### src/core/bir_unused.sv
// holds no logic: the block lives in bir_top and bir_chain

### src/core/bir_pkg.sv
// constants shared by the board interrupt routing block
package bir_pkg;
  localparam int BIR_PROC_IRQS = 4; // processor request lines
  localparam int BIR_JUMPERS = 4; // divisor jumper count
  localparam int BIR_EXT_IRQS = 16; // width of the extra-interrupt capture chain
  localparam int BIR_ISA_IRQS = 16; // cascaded legacy controller inputs
  localparam int BIR_PRI_ERR = 20; // fixed level of request line zero
  localparam int BIR_PRI_DEV = 21; // fixed level of request line one
  localparam int BIR_PRI_IPI = 22; // fixed level of request line two
  localparam int BIR_PRI_RSV = 23; // fixed level of request line three
  localparam int BIR_PRI_MCHK = 31; // fixed level of machine check input
  localparam int BIR_IDX_ERR = 0; // request line positions
  localparam int BIR_IDX_DEV = 1;
  localparam int BIR_IDX_IPI = 2;
  localparam int BIR_IDX_RSV = 3;
  localparam int BIR_CASCADE_IRQ = 2; // slave controller feeds this master input
  localparam int BIR_RESERVED_IRQ = 8; // reserved isa input, forced off
  localparam logic [15:0] BIR_CHAIN_RST = 16'h0000; // chain value after reset
  localparam logic [3:0] BIR_IRQ_RST = 4'h0; // request lines after reset
endpackage

### src/core/bir_chain.sv
// parallel-load serial-out capture chain for extra interrupts
`timescale 1ns/10ps
module bir_chain
(
  input wire logic clk,
  input wire logic rst,
  input wire logic load,
  input wire logic shift_en,
  input wire logic [bir_pkg::BIR_EXT_IRQS-1:0] par_in,
  output logic ser_out
);
  import bir_pkg::*;

  logic [BIR_EXT_IRQS-1:0] chain; // captured interrupt bits

  // load wins over shift so a capture is never torn by a scan
  always_ff @(posedge clk)
  begin
    if (rst)
      chain <= BIR_CHAIN_RST;
    else if (load)
      chain <= par_in;
    else if (shift_en)
      chain <= {chain[BIR_EXT_IRQS-2:0], 1'b0};
  end

  // serial output is the far end of the chain, straight from a flop
  assign ser_out = chain[BIR_EXT_IRQS-1];

  AST_LOAD_CAPT: assert property (@(posedge clk) disable iff (rst)
    load |=> ser_out == $past(par_in[BIR_EXT_IRQS-1]))
    else $error("chain load did not capture parallel word");
  AST_SHIFT_ONE: assert property (@(posedge clk) disable iff (rst)
    !load && shift_en |=> ser_out == $past(chain[BIR_EXT_IRQS-2]))
    else $error("chain did not shift by one place");
  AST_HOLD_NOSHIFT: assert property (@(posedge clk) disable iff (rst)
    !load && !shift_en |=> $stable(chain))
    else $error("chain changed without load or shift");
  COV_LOAD_SHIFT: cover property (@(posedge clk) disable iff (rst)
    load ##1 (shift_en && !load) [*3]);
endmodule

### src/core/bir_top.sv
// board interrupt routing: processor request lines, machine check, chain
`timescale 1ns/10ps
module bir_top
(
  input wire logic clk,
  input wire logic rst,
  input wire logic [bir_pkg::BIR_JUMPERS-1:0] divisor_jumper_block,
  input wire logic ecc_corrected,
  input wire logic sparse_rsvd,
  input wire logic [3:0] pci_irq,
  input wire logic isa_timer,
  input wire logic isa_keyboard,
  input wire logic isa_com2,
  input wire logic isa_com1,
  input wire logic isa_floppy,
  input wire logic isa_parallel,
  input wire logic isa_mouse,
  input wire logic isa_ide_pri,
  input wire logic isa_ide_sec,
  input wire logic [5:0] isa_avail,
  input wire logic ipi_req,
  input wire logic timer_req,
  input wire logic bridge_nmi,
  input wire logic core_err,
  input wire logic intack,
  input wire logic [bir_pkg::BIR_EXT_IRQS-1:0] ext_irq,
  input wire logic chain_load,
  input wire logic chain_shift,
  output logic [bir_pkg::BIR_PROC_IRQS-1:0] proc_irq,
  output logic mchk_irq,
  output logic pwr_fail_irq,
  output logic hlt_irq,
  output logic [bir_pkg::BIR_ISA_IRQS-1:0] isa_pending,
  output logic serial_irq_chain_out
);
  import bir_pkg::*;

  // pin synchronisers: first stage feeds only the second stage
  // avail bit 5 carries the reserved isa input, which is never forwarded,
  // so it is not taken in at all; jumpers have a pair of their own below
  localparam int SYW = 27 + BIR_EXT_IRQS;
  logic [SYW-1:0] sy1; // first stage
  logic [SYW-1:0] sy2; // second stage, the only one logic reads
  logic [SYW-1:0] raw; // packed pin inputs, ecc in bit zero
  assign raw = {ext_irq, chain_load, chain_shift, intack, core_err, bridge_nmi,
    timer_req, ipi_req, isa_avail[4:0], isa_ide_sec, isa_ide_pri, isa_mouse,
    isa_parallel, isa_floppy, isa_com1, isa_com2, isa_keyboard, isa_timer,
    pci_irq, sparse_rsvd, ecc_corrected};

  always_ff @(posedge clk)
  begin
    if (rst)
    begin
      sy1 <= '0;
      sy2 <= '0;
    end
    else
    begin
      sy1 <= raw;
      sy2 <= sy1;
    end
  end

  // jumper synchroniser: static straps, deliberately left out of reset so
  // that the divisor code is already settled while rst is still held
  logic [BIR_JUMPERS-1:0] jmp_sy1; // jumper first stage
  logic [BIR_JUMPERS-1:0] jmp_sy2; // jumper second stage
  always_ff @(posedge clk)
  begin
    jmp_sy1 <= divisor_jumper_block;
    jmp_sy2 <= jmp_sy1;
  end
  // limitation: the straps show two clocks after power-up or a jumper move,
  // so reset must be held longer than that before the code is trusted

  // named views of synchronised inputs
  logic [3:0] s_jmp; // divisor code shown on the lines during reset
  logic s_ecc, s_sparse, s_ipi, s_tmr, s_nmi, s_cerr, s_ack, s_shift, s_load;
  logic [3:0] s_pci;
  logic [8:0] s_isa_dev; // fixed-use isa sources, timer in bit zero
  logic [4:0] s_isa_avail; // spare isa sources in ascending input order
  logic [BIR_EXT_IRQS-1:0] s_ext;
  assign s_jmp = jmp_sy2;
  assign s_ecc = sy2[0];
  assign s_sparse = sy2[1];
  assign s_pci = sy2[5:2];
  assign s_isa_dev = sy2[14:6];
  assign s_isa_avail = sy2[19:15];
  assign s_ipi = sy2[20];
  assign s_tmr = sy2[21];
  assign s_nmi = sy2[22];
  assign s_cerr = sy2[23];
  assign s_ack = sy2[24];
  assign s_shift = sy2[25];
  assign s_load = sy2[26];
  assign s_ext = sy2[SYW-1:27];

  // isa map: timer, kbd, cascade, com2, com1, avail, floppy, lpt / slave side
  logic [BIR_ISA_IRQS-1:0] isa_map;
  logic slave_any; // slave controller request folded onto cascade input
  always_comb
  begin
    isa_map = '0;
    isa_map[0] = s_isa_dev[0]; // internal timer
    isa_map[1] = s_isa_dev[1]; // keyboard
    isa_map[3] = s_isa_dev[2]; // serial port two
    isa_map[4] = s_isa_dev[3]; // serial port one
    isa_map[6] = s_isa_dev[4]; // diskette
    isa_map[7] = s_isa_dev[5]; // parallel port
    isa_map[12] = s_isa_dev[6]; // mouse
    isa_map[14] = s_isa_dev[7]; // ide
    isa_map[15] = s_isa_dev[8]; // ide
    // available inputs, free for expansion cards
    isa_map[5] = s_isa_avail[0];
    isa_map[9] = s_isa_avail[1];
    isa_map[10] = s_isa_avail[2];
    isa_map[11] = s_isa_avail[3];
    isa_map[13] = s_isa_avail[4];
    isa_map[BIR_RESERVED_IRQ] = 1'b0; // reserved input never raised
    slave_any = |isa_map[15:8]; // second controller cascades
    isa_map[BIR_CASCADE_IRQ] = slave_any;
  end

  // pending view held until the processor acknowledges; set wins over clear
  always_ff @(posedge clk)
  begin
    if (rst)
      isa_pending <= '0;
    else
      isa_pending <= isa_map | (s_ack ? '0 : isa_pending);
  end

  // routing to fixed-level request lines; levels cannot be reprogrammed
  logic [3:0] next_irq;
  always_comb
  begin
    next_irq = BIR_IRQ_RST;
    next_irq[BIR_IDX_ERR] = s_ecc | s_sparse;
    next_irq[BIR_IDX_DEV] = (|s_pci) | (|isa_pending) | serial_irq_chain_out;
    next_irq[BIR_IDX_IPI] = s_ipi | s_tmr;
    next_irq[BIR_IDX_RSV] = 1'b0;
  end

  // during reset the lines show the synchronised jumper code; the routing
  // flop is held clear meanwhile, so the first cycle after reset shows no
  // stale request from before the reset
  logic [3:0] irq_q;
  always_ff @(posedge clk)
  begin
    if (rst)
      irq_q <= BIR_IRQ_RST;
    else
      irq_q <= next_irq;
  end
  assign proc_irq = rst ? s_jmp : irq_q;

  // machine check from bridge nmi and core errors
  always_ff @(posedge clk)
  begin
    if (rst)
      mchk_irq <= 1'b0;
    else
      mchk_irq <= s_nmi | s_cerr;
  end
  assign pwr_fail_irq = 1'b0;
  assign hlt_irq = 1'b0;

  // capture chain for interrupts beyond the legacy controllers
  bir_chain u_chain
  (
    .clk(clk),
    .rst(rst),
    .load(s_load),
    .shift_en(s_shift),
    .par_in(s_ext),
    .ser_out(serial_irq_chain_out)
  );

  // in reset the lines trail the straps by the two synchroniser clocks;
  // the first two clocks after power-up carry no settled code yet
  AST_RESET_JUMPERS: assert property (@(posedge clk)
    rst && $past(rst, 2) |-> proc_irq == $past(divisor_jumper_block, 2))
    else $error("request lines not showing jumpers in reset");
  AST_ERR_LINE: assert property (@(posedge clk) disable iff (rst)
    (s_ecc | s_sparse) |=> proc_irq[BIR_IDX_ERR])
    else $error("line zero missed error");
  AST_DEV_LINE: assert property (@(posedge clk) disable iff (rst)
    (|s_pci) ##1 !rst |-> proc_irq[BIR_IDX_DEV])
    else $error("line one missed pci interrupt");
  AST_IPI_LINE: assert property (@(posedge clk) disable iff (rst)
    proc_irq[BIR_IDX_IPI] == $past(s_ipi | s_tmr))
    else $error("line two wrong");
  AST_MCHK: assert property (@(posedge clk) disable iff (rst)
    mchk_irq == $past(s_nmi | s_cerr))
    else $error("machine check wrong");
  AST_RSV_OFF: assert property (@(posedge clk) disable iff (rst)
    !proc_irq[BIR_IDX_RSV] && !pwr_fail_irq && !hlt_irq)
    else $error("reserved input raised");
  AST_CASCADE: assert property (@(posedge clk) disable iff (rst)
    (|isa_map[15:8]) |=> isa_pending[BIR_CASCADE_IRQ])
    else $error("cascade input not raised");
  // watched on the pending output, where a stray reserved request would show
  AST_IRQ8_OFF: assert property (@(posedge clk) disable iff (rst)
    !isa_pending[BIR_RESERVED_IRQ])
    else $error("reserved isa input raised");
  AST_SET_WINS: assert property (@(posedge clk) disable iff (rst)
    s_ack && isa_map[1] |=> isa_pending[1])
    else $error("acknowledge lost a new request");
  COV_RESET_EXIT: cover property (@(posedge clk) rst ##1 !rst);
  COV_DEV_IRQ: cover property (@(posedge clk) disable iff (rst) proc_irq[BIR_IDX_DEV]);
  COV_MCHK: cover property (@(posedge clk) disable iff (rst) mchk_irq);
  COV_ACK: cover property (@(posedge clk) disable iff (rst) s_ack ##1 !(|isa_pending));
endmodule

### config.mk
export PLATFORM = sky130hd
export DESIGN_NAME = bir_top
export DESIGN_NICKNAME = d
export VERILOG_FILES = /design/src/core/bir_unused.sv /design/src/core/bir_pkg.sv /design/src/core/bir_chain.sv /design/src/core/bir_top.sv
export SDC_FILE = /design/constraint.sdc
export NUM_CORES = 1
export LEC_CHECK = 0
export ABC_AREA = 1
export BUFFER_PORTS_ARGS = -buffer_cell sky130_fd_sc_hd__buf_2
export CORE_ASPECT_RATIO = 0.5
export CORE_MARGIN = 3
export CORE_UTILIZATION = 60
export CTS_BUF_LIST = sky130_fd_sc_hd__clkbuf_4 sky130_fd_sc_hd__clkbuf_8
export DETAILED_ROUTE_END_ITERATION = 10
export GPL_TIMING_DRIVEN = 1
export PLACE_DENSITY_LB_ADDON = 0.2
export REMOVE_ABC_BUFFERS = 1
export SKIP_CTS_REPAIR_TIMING = 1
export SYNTH_ARGS = -nofsm -noshare
export SYNTH_HDL_FRONTEND = slang
export SYNTH_HIERARCHICAL = 1
export SYNTH_SLANG_ARGS = --single-unit
### constraint.sdc
create_clock -name clk -period 1.9 [get_ports clk]
set_clock_uncertainty 0.15 [all_clocks]
set_input_delay 0.285 -clock clk [delete_from_list [all_inputs] [get_ports clk]]
set_output_delay 0.285 -clock clk [all_outputs]
set_load 0.03 [all_outputs]
# Yosys cells after proc, flatten, opt, wreduce, memory -nomap -nowiden
# Index checks and enable logic that the tools add are counted.
[classes]
n_mux = 4
n_bitwise = 6
reduce_logical = 4
[ops]
columns = ["cell", "n"]
rows = [
  ["2-to-1 mux 16 bit", 3],
  ["bitwise OR 16 bit", 1],
  ["OR reduction 16 bit", 1],
  ["OR reduction 7 bit", 1],
  ["bitwise OR 1 bit", 5],
  ["2-to-1 mux 4 bit", 1],
  ["OR reduction 4 bit", 1],
  ["nonzero test 2 bit", 1],
]
[totals]
ff_bits = 131
out_inout_bits = 24
elab_cells = 23

# Depth between registers and ports, before layout
[logic_depth]
depth_word = 3
mapped_depth = 7

# Modules after synthesis
# The synthesis kept the hierarchy.
[by_module_without_submodules]
columns = ["mod", "instances", "cells_each", "area_per_inst_um2", "seq_area_each_um2"]
rows = [
  ["bir_top", 1, 379, 3338.2, 2262.2],
  ["bir_chain", 1, 121, 799.5, 320.3],
]

# Worst setup path before layout
# No wires, ideal clock.
[synth_path]
kind = "input port to output port"
from = "input rst"
to = "output proc_irq[0] (netlist name)"
arrival_ns = 0.871
t_required_ns = 1.465
setup_slack_ns = 0.594
stages = 5
path_cell_list = "buf_6 buf_6 inv_1 nand2_1 nand2_1"
[synth_via]
elab_chain_cells = 1
[synth_rtl]
columns = ["element", "line", "text"]
rows = [
  ["start: declaration", "bir_top.sv:6", "input wire logic rst,"],
  ["2-to-1 mux 4 bit", "bir_top.sv:155", "assign proc_irq = rst ? s_jmp : irq_q;"],
  ["end: declaration", "bir_top.sv:29", "output logic [bir_pkg::BIR_PROC_IRQS-1:0] proc_irq,"],
]
# Every way passes these cells.

# Worst setup path after layout
[layout_path]
from = "register jmp_sy2[0]"
to = "output proc_irq[0] (netlist name)"
[layout_via]
elab_chain_cells = 1
[layout_rtl]
columns = ["element", "line", "text"]
rows = [
  ["start: declaration", "bir_top.sv:67", "logic [BIR_JUMPERS-1:0] jmp_sy2;"],
  ["start signal: assignment", "bir_top.sv:71", "jmp_sy2 <= jmp_sy1;"],
  ["2-to-1 mux 4 bit", "bir_top.sv:155", ""],
]
# Every way passes these cells.

==> impl_metrics.py <==
metrics = {
    "cts": {
        "clock-sinks": 129,
        "insertion_delay_ns": 0.43,
        "clockBufferDepth": 2,
        "clk_pin_slew_worst_paths_ns": 0.07,
        "cts_root_buf": "clkbuf_8",
        "cts_buffers": 17,
        "htreeDepth": 4,
        "tritoncts": "yes",
    },
    "die": {
        "num_io_pins": 74,
        "rows": 20,
        "die_h_microns": 64.72,
        "initial_core_util_pct": 65.10,
        "core_region_area_sq_um": 6356,
        "design.die.area_sq_um": 7989,
        "die_x_microns": 123.4,
    },
    "detailed_routing": {
        "ant_nets": 0,
        "totalWireLength_microns": 8824,
        "drt_first_pass_iters": 5,
        "routedWlPerCell_microns": 12.19,
        "route.detailed.drc": 0,
        "vias": 3258,
        "drt_iter0_drc": 216,
        "vias_per_cell": 4.500,
    },
    "global_route": {
        "grt_overflow_total": 0,
        "antenna_found_initial": 1,
        "grt_max_degree": 41,
        "grt.total_usage_pct": 20.12,
        "first_global_vias": 2855,
        "grt_pass1_wl_microns": 12200,
    },
    "worst_setup_path": {
        "reg2reg_setup_slack_ns": 0.44,
        "crit_chain": "nand2_1 > nand2_1 > buf_2",
        "crit_fanout": 1,
        "cp-start-kind": "register",
        "cp.depth": 3,
        "critPathMaxStageDelay_ns": 0.31,
        "crit_top_cell": "nand2_1",
        "rr_worst_depth": 5,
        "cp.arrival_ns": 1.08,
        "critical_path_class": "register to output pin",
        "worstPathRequired_ns": 1.46,
        "critPathCaptureType": "output pin",
        "crit_buf_inv": 1,
        "critPathSlowestCell": "dfxtp_1",
        "critical-path-top-delay-family": "flip-flops",
    },
    "place": {
        "gp_congestion": 0.7679,
        "placed_area_sq_um": 4508,
        "io_buffer_count": 69,
        "place_hpwl_microns": 4430,
    },
    "power_and_ir_drop": {
        "p_leak_nw": 2.825,
        "max-vdd-ir-drop_mv": 0.5996,
        "powerDensity_nw_per_um2": 1111,
    },
    "logic_synthesis": {
        "synth_seq_cells": 129,
        "synth_compound_area_share_pct": 2.177,
        "ys_seq_area_share_pct": 62.41,
        "synth-xor-area-share_pct": 0,
        "muxShareOfSynthArea_pct": 0,
        "ys_types": 15,
        "avgSynthCellArea_sq_um": 8.275,
        "synthCells": 500,
        "synth_top_area_share_pct": 62.41,
        "synth_adder_area_share_pct": 0,
        "synth_simple_gate_area_share_pct": 21.11,
        "synth_largest_area_cell": "dfxtp_1",
        "yosys_warnings": 6,
        "netlist_area_sq_um": 4138,
        "ys_top_cells_by_area": "dfxtp_1, nor2_1, inv_1",
        "synth_top_family_by_area": "simple AND/OR/NAND/NOR gates",
    },
    "timing": {
        "slew_viol_final": 0,
        "min_period_over_period_pct": 79.74,
        "rsz0062_at_grt": "false",
        "layout_min_cycle_time_ns": 1.515,
        "final_hold_viol_count": 0,
        "setup_viol": 0,
        "clock.fmax_mhz": 660.0,
        "fin_tns_setup_ns": 0,
    },
    "finish": {
        "final_area_sq_um": 5461,
        "regArea_sq_um": 2582,
        "drive_gt1_share_pct": 17.48,
        "final_nets": 672,
        "n_fill_cell": 353,
        "multiInputGateArea_sq_um": 974.7,
        "area_growth_pct": 31.99,
    },
    "flow_run": {
        "cap_viol_max_count": 0,
    },
    "worst_hold_path": {
        "min_delay_path_depth": 2,
        "hp-class": "input port to register",
    },
    "status": {
        "status": "finished clean",
    },
}
==> cell usage after synthesis (all sizes together) <==
cell	instances
dfxtp	129
nor2	116
inv	112
nand2	70
nand3	27
buf	23
a21oi	18
or2	2
conb	1
nand4	1
nor3	1
==> stage by stage <==
step | hold slack [ns] | setup WS, ns | total power [mW] | util, % | cells
global route | 0.01629 | 0.2918 | 6.304 | 85.93 | 724
global placement | 0.1605 | 0.4937 | 3.270 | 70.93 | 644
detailed placement | 0.1727 | 0.4842 | 3.284 | 70.93 | 644
floorplan | 0.1596 | 0.5135 | 3.123 | - | 479
finish | 0.02768 | 0.3849 | 6.066 | 85.93 | 724
CTS | -0.2105 | 0.3809 | 6.001 | 78.48 | 676
==> placed cells by master, fill, tap and decap left out, types with 2 or more instances in the layout <==
master         instances
a21oi_1               18
clkbuf_8              21
buf_4                  8
clkbuf_4               2
buf_2                 68
conb_1                 3
nand2_1               70
clkinv_2               2
bufinv_16              5
dlygate4sd3_1         47
nand3_1               27
nor2_1               115
dfxtp_1              129
inv_1                111
or2_1                  2
==> report_power, final <==
part           switching, mW  internal (mW)
registers             0.0514           2.83
clock network           1.01           1.73
logic                  0.247          0.195
total                   1.31           4.75
==> flip-flops by register name (all words and copies together) (netlist names) <==
register,cells
isa_pending,15
mchk_irq,1
jmp_sy1,4
u_chain/chain,16
jmp_sy2,4
sy2,43
sy1,43
irq_q,3
==> logic make-up (layout without fill, tap and decap cells) <==
kind of cell | after synthesis | after routing
other | 1 | 4
and+or+nand+nor | 217 | 217
buffers and inverters | 135 | 268
AOI/OAI and AO/OA | 18 | 18
DFF | 129 | 129
==> metal layers <==
layer  part of all wire (%)  track usage, %  vias to the layer above
li1                       -               -                     1671
met1                     40           21.67                     1457
met2                     52           34.21                      107
met3                    6.1           9.503                       23
met4                    2.8           8.276                        0
met5                      0               0                        -
==> final cells by class <==
type,instances,share of cell area [%]
flip-flops and latches,129,47.29
multi-input cells,238,17.85
repair buffers,124,16.31
inverters,112,7.698
clock buffers,23,5.567
clock inverters,9,3.230
well taps,88,2.016
diodes,1,0.04582
==> final timing paths <==
kind,startpoint,to
worst max-delay path,jmp_sy2[0]$_DFF_P_,proc_irq[0]
worst min-delay path,rst,sy1[0]$_SDFF_PP0_
worst max register to register,sy2[26]$_SDFF_PP0_,u_chain/chain[3]$_SDFFE_PP0P_
worst min register to register,jmp_sy1[2]$_DFF_P_,jmp_sy2[2]$_DFF_P_
(Power assumes the default switching activity.)
